**config.mk**
```make
export PLATFORM = sky130hd
export DESIGN_NAME = cmar_bank
export DESIGN_NICKNAME = d
export VERILOG_FILES = /design/src/hdl/cmar_pkg.sv /design/src/hdl/cmar_bank.sv
export VERILOG_INCLUDE_DIRS = /design/src /design/src/hdl
export SDC_FILE = /design/constraint.sdc
export NUM_CORES = 1
export LEC_CHECK = 0
export ABC_AREA = 0
export BUFFER_PORTS_ARGS = -buffer_cell sky130_fd_sc_hd__buf_4
export CAP_MARGIN = 10
export CELL_PAD_IN_SITES_DETAIL_PLACEMENT = 0
export CELL_PAD_IN_SITES_GLOBAL_PLACEMENT = 1
export CORE_AREA = 5 5 163 165
export CTS_BUF_LIST = sky130_fd_sc_hd__clkbuf_2 sky130_fd_sc_hd__clkbuf_4 sky130_fd_sc_hd__clkbuf_8
export CTS_CLUSTER_DIAMETER = 80
export CTS_CLUSTER_SIZE = 24
export DETAILED_ROUTE_END_ITERATION = 16
export DIE_AREA = 0 0 168 170
export HOLD_SLACK_MARGIN = 0.1
export PLACE_DENSITY_LB_ADDON = 0.1
export SETUP_SLACK_MARGIN = 0.3
export SLEW_MARGIN = 25
export SYNTH_ARGS = -nofsm -noshare
export SYNTH_HDL_FRONTEND = slang
export SYNTH_SLANG_ARGS = --single-unit
```
**constraint.sdc**
```tcl
create_clock -name sys_clk -period 23.9 [get_ports sys_clk]
set_input_delay 1.195 -clock sys_clk [delete_from_list [all_inputs] [get_ports sys_clk]]
set_output_delay 1.195 -clock sys_clk [all_outputs]
set_load 0.02 [all_outputs]
```
**src/hdl/cmar_defs.svh**
```systemverilog
// Offsets, field positions, reset values and fixed codes of the configuration register bank.
// Assumes a 32-bit AHB-Lite slave with one aligned word per register.
`ifndef CMAR_DEFS_SVH
`define CMAR_DEFS_SVH
`define CMAR_OFS_WIN_ADDR   12'h0e0
`define CMAR_OFS_WIN_DATA   12'h0e4
`define CMAR_OFS_MSG_CTRL   12'h0f0
`define CMAR_OFS_MSG_ADDR   12'h0f4
`define CMAR_OFS_MSG_UPPER  12'h0f8
`define CMAR_OFS_MSG_DATA   12'h0fc
`define CMAR_OFS_ERR_HDR    12'h100
`define CMAR_OFS_ERR_STAT   12'h104
`define CMAR_OFS_IRQ_MASK   12'h140
`define CMAR_WIN_ADDR_MASK  32'h8fff_ffff
`define CMAR_WIN_EN_BIT     31
`define CMAR_MSI_CAP_ID     8'h05
`define CMAR_MSI_NEXT       8'h00
`define CMAR_MSI_EN_BIT     16
`define CMAR_MME_LSB        20
`define CMAR_MMC_RESET      3'h0
`define CMAR_MME_MAX        3'h5
`define CMAR_ADDR_LO_MASK   32'hffff_fffc
`define CMAR_DATA_MASK      32'h0000_ffff
`define CMAR_ERR_CAP_ID     16'h0001
`define CMAR_ERR_VERSION    4'h1
`define CMAR_ERR_NEXT       12'h150
`define CMAR_ERR_STAT_MASK  32'h001f_f011
`endif

```
**src/hdl/cmar_pkg.sv**
```systemverilog
// Types shared by the configuration register bank.
// Assumes the constants header is included alongside.
package cmar_pkg;
    typedef struct packed {
        logic [11:0] addr;
        logic        write;
        logic        valid;
    } cmar_req_t;

    typedef struct packed {
        logic        enable;
        logic [7:0]  bus;
        logic [4:0]  device;
        logic [2:0]  func;
        logic [3:0]  extReg;
        logic [7:0]  regNum;
    } cmar_win_t;

    typedef enum logic [1:0] {
        CMAR_IDLE = 2'b01,
        CMAR_DATA = 2'b10
    } cmar_state_t;
endpackage : cmar_pkg

```
**src/hdl/cmar_bank.sv**
```systemverilog
// Configuration register bank: extended access window, message interrupt capability,
// error-reporting header and uncorrectable status, reached over AHB-Lite.
// Assumes a single-master AHB-Lite bus on sys_clk; fault inputs are synchronous pulses.
`include "cmar_defs.svh"
module cmar_bank (
    input  wire logic                sys_clk,
    input  wire logic                reset_n,
    input  wire logic                hotReset_n,
    input  wire logic                hsel,
    input  wire logic [31:0]         haddr,
    input  wire logic [1:0]          htrans,
    input  wire logic                hwrite,
    input  wire logic [2:0]          hsize,
    input  wire logic [31:0]         hwdata,
    input  wire logic                hready,
    output logic [31:0]              hrdata,
    output logic                     hreadyout,
    output logic                     hresp,
    input  wire logic [20:0]         faultPulse,
    input  wire logic                intxRequest,
    output logic                     legacyIntx,
    output logic                     messageRequest,
    output cmar_pkg::cmar_win_t      windowCfg,
    output logic [31:0]              windowData,
    output logic                     irq
);
    import cmar_pkg::*;

    logic        rstSync1_q;
    logic        rstSync2_q;
    logic        hotSync1_q;
    logic        hotSync2_q;
    cmar_req_t   req_q;
    cmar_state_t state_q;
    logic [31:0] winAddr_q;
    logic [31:0] winData_q;
    logic        msiEn_q;
    logic [2:0]  mme_q;
    logic [31:0] addrLo_q;
    logic [31:0] addrHi_q;
    logic [31:0] msgData_q;
    logic [31:0] errStat_q;
    logic [31:0] irqMask_q;
    logic [31:0] errStat_d;
    logic [31:0] rdData;
    logic        wrStrobe;
    logic        prevIntx_q;

    // Power-on reset released through two flops
    always_ff @(posedge sys_clk or negedge reset_n) begin
        if (!reset_n) begin
            rstSync1_q <= 1'b0;
            rstSync2_q <= 1'b0;
        end else begin
            rstSync1_q <= 1'b1;
            rstSync2_q <= rstSync1_q;
        end
    end

    // Hot reset comes from the link side, so it is synchronised as a level
    always_ff @(posedge sys_clk or negedge rstSync2_q) begin
        if (!rstSync2_q) begin
            hotSync1_q <= 1'b0;
            hotSync2_q <= 1'b0;
        end else begin
            hotSync1_q <= hotReset_n;
            hotSync2_q <= hotSync1_q;
        end
    end

    function automatic logic [31:0] merge(input logic [31:0] old, input logic [31:0] nw,
                                          input logic [31:0] mask);
        merge = (old & ~mask) | (nw & mask);
    endfunction : merge

    // Write strobe for one register, decoded in the data phase
    function automatic logic wrHit(input cmar_req_t req, input logic [11:0] ofs);
        wrHit = req.valid && req.write && (req.addr == ofs);
    endfunction : wrHit

    // Address phase captured; a write lands at the end of its first data-phase cycle
    always_ff @(posedge sys_clk or negedge rstSync2_q) begin
        if (!rstSync2_q) begin
            req_q   <= '0;
            state_q <= CMAR_IDLE;
        end else begin
            req_q.valid <= hsel && hready && htrans[1];
            req_q.write <= hwrite;
            req_q.addr  <= haddr[11:0];
            state_q     <= (hsel && hready && htrans[1]) ? CMAR_DATA : CMAR_IDLE;
        end
    end

    assign wrStrobe = req_q.valid && req_q.write;

    // Read value assembly; unmapped addresses read zero with OKAY
    always_comb begin
        rdData = 32'h0000_0000;
        // Decoded from the address phase so that hrdata is a flop during the data phase
        unique case (haddr[11:0])
            `CMAR_OFS_WIN_ADDR:  rdData = winAddr_q;
            `CMAR_OFS_WIN_DATA:  rdData = winData_q;
            `CMAR_OFS_MSG_CTRL:  rdData = {8'h00, 1'b1, mme_q, `CMAR_MMC_RESET, msiEn_q,
                                           `CMAR_MSI_NEXT, `CMAR_MSI_CAP_ID};
            `CMAR_OFS_MSG_ADDR:  rdData = addrLo_q;
            `CMAR_OFS_MSG_UPPER: rdData = addrHi_q;
            `CMAR_OFS_MSG_DATA:  rdData = msgData_q;
            `CMAR_OFS_ERR_HDR:   rdData = {`CMAR_ERR_NEXT, `CMAR_ERR_VERSION,
                                           `CMAR_ERR_CAP_ID};
            `CMAR_OFS_ERR_STAT:  rdData = errStat_q;
            `CMAR_OFS_IRQ_MASK:  rdData = irqMask_q;
            default:             rdData = 32'h0000_0000;
        endcase
    end

    always_ff @(posedge sys_clk or negedge rstSync2_q) begin
        if (!rstSync2_q) begin
            hrdata    <= 32'h0000_0000;
            hreadyout <= 1'b1;
            hresp     <= 1'b0;
        end else begin
            // One wait state after a write, so a following read sees the new value
            hreadyout <= !(hsel && hready && htrans[1] && hwrite);
            hresp     <= 1'b0;
            if (hsel && hready && htrans[1] && !hwrite) begin
                hrdata <= rdData;
            end
        end
    end

    // Window address: hot reset returns it to its default
    always_ff @(posedge sys_clk or negedge rstSync2_q) begin
        if (!rstSync2_q) begin
            winAddr_q <= 32'h0000_0000;
        end else if (!hotSync2_q) begin
            winAddr_q <= 32'h0000_0000;
        end else if (wrHit(req_q, `CMAR_OFS_WIN_ADDR)) begin
            winAddr_q <= merge(winAddr_q, hwdata, `CMAR_WIN_ADDR_MASK);
        end
    end

    // Window data
    always_ff @(posedge sys_clk or negedge rstSync2_q) begin
        if (!rstSync2_q) begin
            winData_q <= 32'h0000_0000;
        end else if (!hotSync2_q) begin
            winData_q <= 32'h0000_0000;
        end else if (wrHit(req_q, `CMAR_OFS_WIN_DATA)) begin
            winData_q <= hwdata;
        end
    end

    // Message enable bit
    always_ff @(posedge sys_clk or negedge rstSync2_q) begin
        if (!rstSync2_q) begin
            msiEn_q <= 1'b0;
        end else if (!hotSync2_q) begin
            msiEn_q <= 1'b0;
        end else if (wrHit(req_q, `CMAR_OFS_MSG_CTRL)) begin
            msiEn_q <= hwdata[`CMAR_MSI_EN_BIT];
        end
    end

    // Reserved codes are refused so the field never holds them
    always_ff @(posedge sys_clk or negedge rstSync2_q) begin
        if (!rstSync2_q) begin
            mme_q <= 3'h0;
        end else if (!hotSync2_q) begin
            mme_q <= 3'h0;
        end else if (wrHit(req_q, `CMAR_OFS_MSG_CTRL) &&
                     hwdata[`CMAR_MME_LSB+:3] <= `CMAR_MME_MAX) begin
            mme_q <= hwdata[`CMAR_MME_LSB+:3];
        end
    end

    // Low message address, doubleword aligned
    always_ff @(posedge sys_clk or negedge rstSync2_q) begin
        if (!rstSync2_q) begin
            addrLo_q <= 32'h0000_0000;
        end else if (!hotSync2_q) begin
            addrLo_q <= 32'h0000_0000;
        end else if (wrHit(req_q, `CMAR_OFS_MSG_ADDR)) begin
            addrLo_q <= merge(addrLo_q, hwdata, `CMAR_ADDR_LO_MASK);
        end
    end

    // Upper message address
    always_ff @(posedge sys_clk or negedge rstSync2_q) begin
        if (!rstSync2_q) begin
            addrHi_q <= 32'h0000_0000;
        end else if (!hotSync2_q) begin
            addrHi_q <= 32'h0000_0000;
        end else if (wrHit(req_q, `CMAR_OFS_MSG_UPPER)) begin
            addrHi_q <= hwdata;
        end
    end

    // Message data, low half only
    always_ff @(posedge sys_clk or negedge rstSync2_q) begin
        if (!rstSync2_q) begin
            msgData_q <= 32'h0000_0000;
        end else if (!hotSync2_q) begin
            msgData_q <= 32'h0000_0000;
        end else if (wrHit(req_q, `CMAR_OFS_MSG_DATA)) begin
            msgData_q <= merge(msgData_q, hwdata, `CMAR_DATA_MASK);
        end
    end

    // Interrupt mask keeps its value over hot reset, like the flags it gates
    always_ff @(posedge sys_clk or negedge rstSync2_q) begin
        if (!rstSync2_q) begin
            irqMask_q <= 32'h0000_0000;
        end else if (wrHit(req_q, `CMAR_OFS_IRQ_MASK)) begin
            irqMask_q <= merge(irqMask_q, hwdata, `CMAR_ERR_STAT_MASK);
        end
    end

    // Sticky flags: set wins over a write-one clear; hot reset does not touch them
    always_comb begin
        errStat_d = errStat_q;
        if (wrStrobe && req_q.addr == `CMAR_OFS_ERR_STAT) begin
            errStat_d = errStat_d & ~hwdata;
        end
        errStat_d = (errStat_d | {11'h000, faultPulse}) & `CMAR_ERR_STAT_MASK;
    end

    always_ff @(posedge sys_clk or negedge rstSync2_q) begin
        if (!rstSync2_q) begin
            errStat_q <= 32'h0000_0000;
        end else begin
            errStat_q <= errStat_d;
        end
    end

    // Interrupt routing between the legacy pin and message writes
    always_ff @(posedge sys_clk or negedge rstSync2_q) begin
        if (!rstSync2_q) begin
            legacyIntx     <= 1'b0;
            messageRequest <= 1'b0;
            prevIntx_q     <= 1'b0;
            irq            <= 1'b0;
        end else begin
            prevIntx_q     <= intxRequest;
            legacyIntx     <= !msiEn_q && intxRequest;
            messageRequest <= msiEn_q && intxRequest && !prevIntx_q;
            irq            <= |(errStat_d & irqMask_q);
        end
    end

    always_ff @(posedge sys_clk or negedge rstSync2_q) begin
        if (!rstSync2_q) begin
            windowCfg  <= '0;
            windowData <= 32'h0000_0000;
        end else begin
            windowCfg  <= winAddr_q[`CMAR_WIN_EN_BIT] ? cmar_win_t'({winAddr_q[31],
                          winAddr_q[27:0]}) : '0;
            windowData <= winData_q;
        end
    end
endmodule : cmar_bank

```
After elaboration in Yosys (flattened, before gate mapping)
Cells that the tools add are included.
- register bits after elaboration: 323
- input port bits: 97
- output and inout port bits: 98
- logic and storage cells: 101
- magnitude comparators: 1
- equality and inequality tests: 24
- multiplexer cells: 17
- bitwise operators: 8
- reductions and logical operators: 22
- operators by type and width (operator ; number):
    $mux W32 ; 10
    $pmux W32 S9 ; 1
    $eq A12 B8 Y1 const B ; 12
    $eq A12 B9 Y1 const B ; 5
    $and A21 B32 Y32 ; 1
    $or A2 B32 Y32 ; 1
    $or A31 B32 Y32 ; 1
    $or A32 B16 Y32 ; 1
    $or A32 B21 Y32 ; 1
    $reduce_or A32 Y1 ; 1
    $mux W29 ; 1
    $and A21 B21 Y21 ; 1
    $mux W21 ; 1
    $not A21 Y21 ; 1
    $or A21 B21 Y21 ; 1
    $logic_and A1 B1 Y1 ; 17
    $ne A2 B1 Y1 const B ; 7
    $mux W3 ; 2
    $logic_not A1 Y1 ; 4
    $le A3 B3 Y1 const B ; 1
    $mux W1 ; 2

Logic depth before layout (Yosys ltp)
- word-level depth: 6
- depth in mapped cells: 8
- mapped depth without buffers: 5

Least setup slack after synthesis
No wires, ideal clock.
- path type: in2reg
- from: input port haddr[9]
- to: register hrdata[23]
- library setup time: 0.078 ns
- arrival: 2.785 ns
- required time: 23.822 ns
- path slack: 21.038 ns
- stages: 8
- buffers on the path: 3
- path through: or3_1 -> buf_2 -> buf_6 -> or3_4 -> buf_2 -> nor3b_1 -> a31oi_1 -> a21oi_1
- cells in the longest elaborated chain, start to end: 2
- elaborated cells on any way between the ends: 10
- those cells by class: 9 x eq/ne; 1 x mux
- ends and longest elaborated chain (element ; RTL line ; RTL):
    from (decl) ; cmar_bank.sv:10 ; input wire logic [31:0] haddr,
    $eq A12 B9 Y1 or $eq A12 B8 Y1 (tied branches) ; cmar_bank.sv:100 ; unique case (haddr[11:0])
    $pmux W32 S9 * ; cmar_bank.sv:100 ;
    to (signal assigned) ; cmar_bank.sv:126 ; hrdata <= rdData;
    to (decl) ; cmar_bank.sv:16 ; output logic [31:0] hrdata,
Mark *: on every way between the ends. The rest lies on a longest branch, timed or not.
A chain may end at the register's enable or synchronous reset.

Final worst setup path
- from: input port haddr[4]
- to: register hrdata[0]
The elaborated chain is that of the path after synthesis.

==> out/qor.yml <==
outcome: "finished clean"
dpl_worst_slack_ns: 19.95
fin_ws_ns: 20.47
finalSetupViolCount: 0
chipWidth_um: 168
firstDrtPassIters: 5
crit_path_end_kind: "register"
grt.busiest_layer: "met2"
numCtsBuffers: 15
timing.rr.start: "req_q[13]"
core.rowCount: 58
htreeDepth: 1
worst_skew_pair.late_latency_ns: 0.56
syn_avg_cell_area_um2: 10.5
area_growth_pct: 14.3
numPortBuffers: 159
synth_seq_cells: 281
final.setup.tns_ns: 0
nets: 1350
syn_nets: 1233
synthTopCellsByArea: "dfrtp_1 (59%), nand2_1 (10%), a21boi_0 (8.5%)"
path_depth: 6
hold_path.class: "reg2reg"
netlist_area_um2: 12000
core_area_um2: 24900
critPathArrivalTime_ns: 3.91
gr-total-overflow: 0
ios: 195
cts.repair.resized: 0
ant_nets: 0
antenna_found_initial: 0
finalHoldViolations: 0
synth_cell_types: 57
via_per_inst: 5.58
post_dp_cell_area_um2: 13400
r2r_slack_ns: 21.01
drive_gt1_share_pct: 19.2
final_cell_area_um2: 13700
hold-path-cell-count: 0
yosysTopAreaCell: "dfrtp_1"
slowest_stage: "or4b_1"
vdd_drop_max_mv: 0.0497
period_share_pct: 14.3
seq_area_frac_synth_pct: 58.8
regArea_um2: 7040
fmaxAchievable_ghz: 0.292
grt_pass1_wl_um: 52900
clockBufferDepth: 3
wire_per_inst_um: 21.0
grt_util_met2_pct: 38.5
powerDensity_nw_per_um2: 55.3
cpLargestDelayFamily: "simple AND/OR/NAND/NOR gates"
dieArea_um2: 28600
multi_input_area_um2: 4540
reg2reg_to: "addrHi_q[6]"
hp-start: "rstSync1_q"
drc_errors: 0
rr_worst_depth: 6
cts_tree: "done"
ys_warn_count: 0
cp.required_ns: 24.39
crit_buf_inv: 1
critPathKind: "in2reg"
final_core_util_pct: 54.9
rsz0062_at_grt: "false"
cellLeakagePower_nw: 6.02
grtUsageTotal_pct: 23.4
max_stage_delay_ns: 0.84
cp_max_fo: 41
dp_hpwl_um: 21200
cts_root_buf: "clkbuf_8"
async_flop_share_pct: 100
place_congestion: 0.777
finalWirelength_um: 33400
worstHoldEndpoint: "rstSync2_q"
tightest_slew_ns: 1.11
finalMaxSlewViolations: 0
grt_start_max_net_pins: 139
synth_ff_type: "dfrtp_1"
grt_util_met1_pct: 33.9
synth-edff-count: 0
period_needed_ns: 3.43
path_cells: "buf_4, or4b_1, nor4_4, a221o_1, nand2_2, o21ai_0"
die_h_um: 170
first_global_vias: 8919
critPathLaunchType: "primary input"
post_cts_buffers: 0
clkSinkCount: 281
start_util_pct: 48.0
synthCells: 1136
cts_hold_buf: 0
vias: 8862
drt_iter0_markers: 813
max_cap_violations: 0
fin_skew_ns: 0.0365
clkTransAtPathRegs_ns: 0.14
fillerInstances: 2327
use_met3_pct: 2.83
relSlewSlack_pct: 25.5
diodes: 0
synth_top_area_share_pct: 58.6
==> worst max-delay path by stage <==
stage          startpoint          end  slack (ns)
3_3_place_gp     haddr[4]    hrdata[0]       19.96
4_1_cts          haddr[4]    hrdata[0]       20.55
2_1_floorplan  rstSync2_q  addrHi_q[0]       15.49
6_report         haddr[4]    hrdata[0]       20.47
3_5_place_dp     haddr[4]    hrdata[0]       19.95
5_1_grt          haddr[4]   hrdata[25]       20.39
==> state kept, by name, indices dropped and copies added, names as in the netlist, 3 cells and up <==
name,flops
winAddr_q,29
addrHi_q,32
addrLo_q,30
hrdata,32
errStat_q,11
windowData,32
windowCfg,29
irqMask_q,11
req_q,14
winData_q,32
msgData_q,16
mme_q,3
==> area by class of cell <==
cell class	count	area share [%]
Sequential cell	281	51.5
Tap cell	330	3.02
Clock inverter	2	0.0915
Inverter	15	0.412
Multi-Input combinational cell	762	33.2
Timing Repair Buffer	178	9.89
Clock buffer	21	1.89
==> placed cells by master (no fill, tap or decap), types with 8 or more instances in the layout <==
master       n
a21boi_0   136
a21o_1       8
a21oi_1      8
a221oi_1    21
a31oi_1     21
and2_1      28
buf_4      176
clkbuf_8    16
dfrtp_1    278
inv_1       15
mux2_2      14
mux2i_1     31
nand2_1    322
nor2_1      28
o21ai_0     15
o21ai_1     16
o22ai_1     12
o2bb2ai_1    9
==> kinds of logic (layout without fill, tap and decap cells) <==
| group | Yosys count | in the layout | synth area share [%] |
|---|---|---|---|
| simple gates | 444 | 444 | 17.1 |
| compound gates | 269 | 269 | 16.2 |
| other cells | 2 | 2 | 0.0628 |
| buf+inv | 93 | 216 | 3.51 |
| mux | 47 | 47 | 4.29 |
| flops | 281 | 281 | 58.8 |
==> per-layer routing <==
metal	vias to the layer above	wire length, µm	share of wire, %
met5	-	0	0
met4	0	567	1.7
met3	33	1680	5.0
met2	244	16100	48
met1	4500	15100	45
li1	4085	-	-
==> per-stage QoR <==
step           total power, W  hold WS (ns)  cells
2_1_floorplan        0.000521         0.331   1136
3_3_place_gp         0.000547         0.335   1566
3_5_place_dp         0.000548         0.344   1566
4_1_cts              0.000766         0.370   1589
5_1_grt              0.000787         0.367   1589
6_report             0.000756         0.379   1589
==> Yosys cell counts (all sizes together) (4+ instances only) <==
master   instances
a21boi         143
nand3            4
a21o             8
nor3             5
o2bb2ai          9
or2              5
mux2i           31
a221oi          21
buf             29
nand2b           6
and2            28
nand2          323
inv             15
a21oi            8
mux2            14
o21ai           31
o22ai           12
nor2            29
dfrtp          280
a22oi            7
a31oi           21
clkbuf          49
or3              6
nor2b            5
or4b             4
nor4            12
==> report_power, final <==
| part | switching, W | internal (W) | total, W |
|---|---|---|---|
| Combinational | 0.0000310 | 0.0000195 | 0.0000505 |
| Sequential | 0.00000656 | 0.000481 | 0.000487 |
| Clock | 0.000147 | 0.0000709 | 0.000218 |
| Total | 0.000185 | 0.000571 | 0.000756 |
==> worst reg2reg max path, cell delays in order, from the launching register on <==
cell      delay, ns
dfrtp_1        0.38
or2_1          0.32
nor4_4         0.50
nand4b_1       0.87
buf_4          0.55
nand2_1        0.11
a21boi_0       0.07
Power figures use the tool's default switching activity.
